==> config.mk <==
export PLATFORM = sky130hd
export DESIGN_NAME = sld_top
export DESIGN_NICKNAME = d
export VERILOG_FILES = /design/src/sld_pkg.sv /design/src/sld_top.sv /design/src/sld_buf.sv
export SDC_FILE = /design/constraint.sdc
export NUM_CORES = 1
export LEC_CHECK = 0
export ABC_AREA = 1
export BUFFER_PORTS_ARGS = -buffer_cell sky130_fd_sc_hd__buf_2
export CAP_MARGIN = 20
export CELL_PAD_IN_SITES_DETAIL_PLACEMENT = 0
export CELL_PAD_IN_SITES_GLOBAL_PLACEMENT = 1
export CORE_MARGIN = 2
export CORE_UTILIZATION = 45
export DETAILED_ROUTE_END_ITERATION = 6
export GPL_TIMING_DRIVEN = 0
export MAX_ROUTING_LAYER = met4
export PLACE_DENSITY = 0.91
export RECOVER_POWER = 100
export SLEW_MARGIN = 20
export SYNTH_ARGS = -nofsm -noshare
export SYNTH_HDL_FRONTEND = slang
export SYNTH_HIERARCHICAL = 1
export SYNTH_SLANG_ARGS = --single-unit
==> constraint.sdc <==
create_clock -name clk_sys -period 2.8 [get_ports clk_sys]
set_input_delay 0.56 -clock clk_sys [delete_from_list [all_inputs] [get_ports clk_sys]]
set_output_delay 0.56 -clock clk_sys [all_outputs]
set_load 0.02 [all_outputs]
==> src/sld_pkg.sv <==
// Purpose: shared constants and carriers of the serial-in latched sink driver
// Assumes: one system clock, host pins asynchronous to it
// Notes: widths here are defaults; modules take them as parameters
package sld_pkg;
  localparam int unsigned CHANNELS = 12;
  localparam int unsigned BUF_DEPTH = 2;
  localparam int unsigned SYNC_STAGES = 2;
  localparam logic [CHANNELS-1:0] WORD_CLEAR = 12'h000;
  localparam logic SINK_LEVEL = 1'b0;
  localparam int unsigned LAST_STAGE = CHANNELS - 1;

  // host-side pin levels, carried together through the synchroniser
  typedef struct packed {
    logic shift_clock;
    logic latch_clock;
    logic clear_n;
    logic serial_in;
    logic out_enable_n;
  } sld_pins_t;

  localparam sld_pins_t PINS_IDLE = '{
    shift_clock: 1'b0, latch_clock: 1'b0, clear_n: 1'b0, serial_in: 1'b0, out_enable_n: 1'b1
  };
endpackage : sld_pkg

==> src/sld_top.sv <==
// Purpose: serial-in latched sink driver, twelve open-drain sink channels
// Assumes: host pins are asynchronous and are oversampled on clk_sys
// Notes: host edges must be at least three clk_sys periods apart
//
// How it works
// - each rising shift clock shifts the register and takes serial in at stage 0
// - last stage goes to serial out on the falling shift clock
// - each rising latch clock with room in the buffer queues all twelve stages for the storage latch
// - clear low zeroes shift register, storage latch and buffer
// - latch contents reach the output buffer only while clear is high
// - enable low drives each channel from its storage latch bit
// - enable high turns all channels off, storage latch still takes queued words
// - twelve independent channels zero to eleven, one latch bit each
// - output bit one sinks current, bit zero leaves channel off
`timescale 1ns/10ps
module sld_top #(
  parameter int unsigned CHANNELS = sld_pkg::CHANNELS,
  parameter int unsigned BUF_DEPTH = sld_pkg::BUF_DEPTH
) (
  input wire logic clk_sys,  // 10 MHz system clock
  input wire logic resetn,  // async reset, active low
  input wire logic shift_clock,  // host shift clock pin
  input wire logic latch_clock,  // host latch clock pin
  input wire logic clear_n,  // host clear pin, active low
  input wire logic serial_in,  // serial data pin
  input wire logic out_enable_n,  // channel enable pin, active low
  input wire logic update_ready,  // output stage may take a new word
  output logic serial_out,  // cascade data pin
  output logic [CHANNELS-1:0] sink_channel_o,  // drain pin drive level
  output logic [CHANNELS-1:0] sink_channel_oe,  // drain pin sinking when high
  output logic latch_stall  // buffer full, latch edges would be lost
);
  generate
    if (CHANNELS != sld_pkg::CHANNELS) begin : g_bad_width
      $error("sld_top is built for twelve channels only");
    end
  endgenerate

  // reset release through two flops
  logic rst_s1_r, rst_n;
  always_ff @(posedge clk_sys or negedge resetn) begin
    if (!resetn) begin
      rst_s1_r <= 1'b0;
      rst_n <= 1'b0;
    end else begin
      rst_s1_r <= 1'b1;
      rst_n <= rst_s1_r;
    end
  end

  // pin synchroniser; stage one is read only by stage two
  // a third flop feeds the edge detectors, hence the three-period pin minimum
  sld_pkg::sld_pins_t pin_raw, pin_s1_r, pin_s2_r, pin_d_r;
  assign pin_raw = '{
    shift_clock: shift_clock, latch_clock: latch_clock, clear_n: clear_n,
    serial_in: serial_in, out_enable_n: out_enable_n
  };
  always_ff @(posedge clk_sys or negedge rst_n) begin
    if (!rst_n) begin
      pin_s1_r <= sld_pkg::PINS_IDLE;
      pin_s2_r <= sld_pkg::PINS_IDLE;
      pin_d_r <= sld_pkg::PINS_IDLE;
    end else begin
      pin_s1_r <= pin_raw;
      pin_s2_r <= pin_s1_r;
      pin_d_r <= pin_s2_r;
    end
  end

  logic shift_rise, shift_fall, latch_rise, clr_act;
  assign shift_rise = pin_s2_r.shift_clock && !pin_d_r.shift_clock;
  assign shift_fall = !pin_s2_r.shift_clock && pin_d_r.shift_clock;
  assign latch_rise = pin_s2_r.latch_clock && !pin_d_r.latch_clock;
  assign clr_act = !pin_s2_r.clear_n;

  // shift chain and cascade output
  logic [CHANNELS-1:0] shift_r, shift_nxt;
  logic serial_out_r, serial_out_nxt;
  always_comb begin
    shift_nxt = shift_r;
    serial_out_nxt = serial_out_r;
    if (clr_act) begin
      shift_nxt = sld_pkg::WORD_CLEAR;
      serial_out_nxt = 1'b0;
    end else begin
      if (shift_rise) begin
        shift_nxt = {shift_r[CHANNELS-2:0], pin_s2_r.serial_in};
      end
      if (shift_fall) begin
        serial_out_nxt = shift_r[sld_pkg::LAST_STAGE];
      end
    end
  end
  always_ff @(posedge clk_sys or negedge rst_n) begin
    if (!rst_n) begin
      shift_r <= sld_pkg::WORD_CLEAR;
      serial_out_r <= 1'b0;
    end else begin
      shift_r <= shift_nxt;
      serial_out_r <= serial_out_nxt;
    end
  end

  // latched words queue here so a stalled output stage loses none while the buffer has room
  logic buf_in_ready, buf_out_valid, buf_pop;
  logic [CHANNELS-1:0] buf_out_data;
  sld_buf #(.WIDTH(CHANNELS), .DEPTH(BUF_DEPTH)) u_buf (
    .clk(clk_sys),
    .rst_n(rst_n),
    .flush(clr_act),
    .in_valid(latch_rise),
    .in_ready(buf_in_ready),
    .in_data(shift_r),
    .out_valid(buf_out_valid),
    .out_ready(buf_pop),
    .out_data(buf_out_data)
  );
  // nothing passes while clear is low
  assign buf_pop = update_ready && !clr_act;

  // storage latch and channel drive
  logic [CHANNELS-1:0] store_r, store_nxt, oe_r, oe_nxt;
  // stall shows one cycle late; host pacing keeps latch edges far enough apart
  logic stall_r, stall_nxt;
  always_comb begin
    store_nxt = store_r;
    if (clr_act) begin
      store_nxt = sld_pkg::WORD_CLEAR;
    end else if (buf_out_valid && buf_pop) begin
      store_nxt = buf_out_data;
    end
    oe_nxt = pin_s2_r.out_enable_n ? sld_pkg::WORD_CLEAR : store_r;
    if (clr_act) begin
      oe_nxt = sld_pkg::WORD_CLEAR;
    end
    stall_nxt = !buf_in_ready;
  end
  always_ff @(posedge clk_sys or negedge rst_n) begin
    if (!rst_n) begin
      store_r <= sld_pkg::WORD_CLEAR;
      oe_r <= sld_pkg::WORD_CLEAR;
      stall_r <= 1'b0;
    end else begin
      store_r <= store_nxt;
      oe_r <= oe_nxt;
      stall_r <= stall_nxt;
    end
  end

  // open-drain pins only ever pull low; the enable carries the data
  logic [CHANNELS-1:0] sink_lvl_r;
  always_ff @(posedge clk_sys or negedge rst_n) begin
    if (!rst_n) begin
      sink_lvl_r <= {CHANNELS{sld_pkg::SINK_LEVEL}};
    end else begin
      sink_lvl_r <= {CHANNELS{sld_pkg::SINK_LEVEL}};
    end
  end

  assign serial_out = serial_out_r;
  assign sink_channel_o = sink_lvl_r;
  assign sink_channel_oe = oe_r;
  assign latch_stall = stall_r;
endmodule : sld_top

==> src/sld_buf.sv <==
// Purpose: small word buffer with valid/ready on both sides
// Assumes: single clock, flush is synchronous
// Notes: in_ready is decoded from the registered count only, so fill side sees no comb path
`timescale 1ns/10ps
module sld_buf #(
  parameter int unsigned WIDTH = 12,
  parameter int unsigned DEPTH = 2
) (
  input wire logic clk,  // system clock
  input wire logic rst_n,  // synchronised reset, active low
  input wire logic flush,  // drop all held words
  input wire logic in_valid,  // word offered
  output logic in_ready,  // room for a word
  input wire logic [WIDTH-1:0] in_data,  // word in
  output logic out_valid,  // word held
  input wire logic out_ready,  // drain side takes the word
  output logic [WIDTH-1:0] out_data  // oldest word
);
  localparam int unsigned AW = (DEPTH > 1) ? $clog2(DEPTH) : 1;
  localparam int unsigned CW = $clog2(DEPTH + 1);
  localparam logic [CW-1:0] CNT_FULL = CW'(DEPTH);

  generate
    if (DEPTH < 2) begin : g_bad_depth
      $error("sld_buf needs DEPTH of at least 2");
    end
  endgenerate

  logic [WIDTH-1:0] mem_r [DEPTH];
  logic [WIDTH-1:0] mem_nxt [DEPTH];
  logic [AW-1:0] rd_r, rd_nxt, wr_r, wr_nxt;
  logic [CW-1:0] cnt_r, cnt_nxt;
  logic push, pop;

  function automatic logic [AW-1:0] ptr_inc(input logic [AW-1:0] p);
    ptr_inc = (p == AW'(DEPTH - 1)) ? '0 : p + AW'(1);
  endfunction : ptr_inc

  assign in_ready = (cnt_r != CNT_FULL);
  assign out_valid = (cnt_r != '0);
  assign out_data = mem_r[rd_r];
  assign push = in_valid && in_ready;
  assign pop = out_valid && out_ready;

  always_comb begin
    mem_nxt = mem_r;
    rd_nxt = rd_r;
    wr_nxt = wr_r;
    cnt_nxt = cnt_r;
    if (flush) begin
      rd_nxt = '0;
      wr_nxt = '0;
      cnt_nxt = '0;
    end else begin
      if (push) begin
        mem_nxt[wr_r] = in_data;
        wr_nxt = ptr_inc(wr_r);
      end
      if (pop) begin
        rd_nxt = ptr_inc(rd_r);
      end
      if (push && !pop) begin
        cnt_nxt = cnt_r + CW'(1);
      end else if (pop && !push) begin
        cnt_nxt = cnt_r - CW'(1);
      end
    end
  end

  always_ff @(posedge clk or negedge rst_n) begin
    if (!rst_n) begin
      for (int i = 0; i < DEPTH; i++) begin
        mem_r[i] <= '0;
      end
      rd_r <= '0;
      wr_r <= '0;
      cnt_r <= '0;
    end else begin
      mem_r <= mem_nxt;
      rd_r <= rd_nxt;
      wr_r <= wr_nxt;
      cnt_r <= cnt_nxt;
    end
  end
endmodule : sld_buf

==> run metrics <==
status complete, no violations; WL final around 5.7 mm; GRT overflow 0; Synth top area share approximately 58%; Clock Pin Slew Worst Setup and Hold Paths ~0.070 ns; worst path arrival time around 2.0 ns; # DRC 0; clk root buf clkbuf_8; Die H between 90 and 100 um; Hold Vio Cnt, Final 0; Switching Share 23.6%; count of final setup violators 0; Syn Area/Cell slightly above 9 sq um; CTS tree done; Seq pwr share roughly 53%; worst relative slew slack between 30% and 40%; RD Place Congestion between 0.8 and 0.9; post-synth top area cell dfrtp_1; vias between 2000 and 2500; share of power burned in combinational logic between 7 and 8%; design area ~3800 sq um; ys flop type dfrtp_1; Final Slew Violations 0; Min-Delay Path Depth 1; crit path max fanout 10; async set or reset register ratio after synthesis 100%; Crit Path Class flip-flop to flip-flop; clock sink count 80; antenna-violating nets left 0; Final min period approximately 1.8 ns; Die Area approximately 8000 sq um; width of the die 90.5 um; Detail Placement HPWL roughly 4.0 mm; post-place setup slack approximately 1.2 ns; post-synthesis instance area 3370 sq um; R2R setup slack 1.03 ns; FF-to-FF End u_buf/mem_r[4]$_DFFE_PN0P_; Synth cell types 24; number of global-route vias before repair approximately 2200; Syn-to-layout area delta 11.8%; Hold Path Class input port to flip-flop; Starting Density a little under half; top cells by area, synth dfrtp_1, nand2_1, inv_1; Area after DPL approximately 3700 sq um; crit path to u_buf/mem_r[4]$_DFFE_PN0P_; Ys Warns 6; CP required 3.01 ns; hold_buf cts 1; #FFs+latches synth 80; Pwr Density ~610 nW/um^2; layout cells sized above 1 between 10% and 20%; RSZ-0062 raised after global routing false; Synth Instances approximately 360; NumNets Final approximately 420; initial antenna violation count 0; clock power share between 40% and 50%; 1st-iter DRT viols ~100; Setup crit start u_buf/cnt_r[0]$_DFFE_PN0P_; largest net degree at the start of global routing 56; H-tree level count 3; Worst VDD drop between 300 and 400 uV; Final WS setup around 1 ns; Core Area 7250 sq um; Leak about 0.0019 uW; Global Route Usage Sum roughly 16%; Pint 1750 uW; commonest non-fill, non-tap cells in the layout nand2_1, dfrtp_1, inv_1, nand3_1, o21ai_0; clock buffer depth 2; max-cap viol count 0; Seq/Total Area, Yosys roughly three fifths; clock latency on the worst-skew pair 0.35 ns; mean routed wirelength per cell about 11 um; worst reg2reg path depth 6; Final Skew between 0.009 and 0.01 ns; PostCTS Resize Cnt 0; number of antenna diodes 0; Critical Path End Type flip-flop; # rows 31; # IOs 34; worst r2r src u_buf/cnt_r[0]$_DFFE_PN0P_; crit path launch type flip-flop; number of synthesized flops with an enable pin 0; Inserted Clock Buffers 9; vias per cell 4.45; Port-buffer cells 21; Worst Tran Pin Value about 1.0 ns; max frequency 0.565 GHz; commonest non-fill, non-tap cell in the layout nand2_1; setup bufs post-CTS 0; Sw Pwr between 500 and 600 uW; DR pass1 iterations 4; period utilization 63.3%; first-pass GRT wire length 10.1 mm
## routing by layer
layer / vias up / wire length (um) / track usage [%]
met3: 9 / 288 / 5.76
li1: 1180 / - / -
met1: 1049 / 2470 / 18.5
met5: - / 0 / -
met2: 36 / 2850 / 26.8
met4: 0 / 109 / 5.51
## Yosys cell counts (2+ instances only)
cell type / number
nand2_1: 115
nand4_1: 2
dfrtp_1: 78
nor2_2: 10
buf_4: 15
inv_2: 2
buf_2: 3
o21ai_1: 26
nand3_1: 30
nor2_1: 10
dfstp_2: 2
buf_6: 6
o21ai_2: 10
conb_1: 2
clkbuf_1: 2
inv_1: 41
## flip-flops by register name (all words and copies together) (netlist names), 2 cells and up
| signal | cells |
|---|---|
| shift_r | 12 |
| u_buf/mem_r | 24 |
| sink_channel_oe | 12 |
| pin_d_r | 2 |
| u_buf/cnt_r | 2 |
| pin_s1_r | 5 |
| store_r | 12 |
| pin_s2_r | 5 |
## kinds of logic (layout without fill, tap and decap cells)
kind of cell           after synthesis  in the layout  share of synthesized area [%]
and+or+nand+nor                    171            171                           21.9
DFF                                 80             80                           59.5
buffers and inverters               70            109                           11.2
AOI/OAI and AO/OA                   39             39                           7.24
other                                2             13                          0.223
## metrics by stage
step | hold WS (ns) | total power (uW) | std cells | setup TNS (ns) | utilization [%]
2_1_floorplan | 0.264 | 1370 | 373 | 0 | -
3_3_place_gp | 0.332 | 1410 | 493 | -24.39 | 50.2
6_report | 0.307 | 2290 | 511 | 0 | 52.0
3_5_place_dp | 0.248 | 1420 | 494 | 0 | 50.6
5_1_grt | 0.278 | 2410 | 511 | 0 | 52.0
4_1_cts | 0.252 | 2340 | 511 | 0 | 53.8
## how the worst min path moves through the flow
stage / from / endpoint / slack, ns
final: out_enable_n / pin_s1_r[0]$_DFF_PN1_ / 0.31
after floorplan: resetn / rst_n$_DFF_PN0_ / 0.26
after global placement: pin_s1_r[3]$_DFF_PN0_ / pin_s2_r[3]$_DFF_PN0_ / 0.33
after CTS: rst_n$_DFF_PN0_ / shift_r[6]$_DFFE_PN0P_ / 0.25
after global routing: out_enable_n / pin_s1_r[0]$_DFF_PN1_ / 0.28
after detailed placement: rst_n$_DFF_PN0_ / shift_r[1]$_DFFE_PN0P_ / 0.25
## power groups by stage
stage               clock, uW  sequential (uW)  combinational [uW]
global route             1010             1210                 188
floorplan                   0             1240                 131
finish                    921             1200                 166
global placement            0             1240                 164
CTS                       948             1210                 187
detailed placement          0             1230                 186
## final cells by class
type                    count  area (sq um)
plain buffers              27           154
clock buffers              10           138
clock inverters             6          82.6
fillers                   698          3480
inverters                  43           161
multi-input cells         223           981
flip-flops and latches     80          2000
well taps                  99           124
repair buffers             23           124
## critical path, cell delays in order, from the launching register on
cell	delay (ns)
dfrtp_1	0.45
inv_1	0.11
a21oi_1	0.27
nand3_1	0.26
clkbuf_1	0.33
nand2_1	0.14
o21ai_0	0.08
No activity file was read; power rests on OpenSTA's default activity.
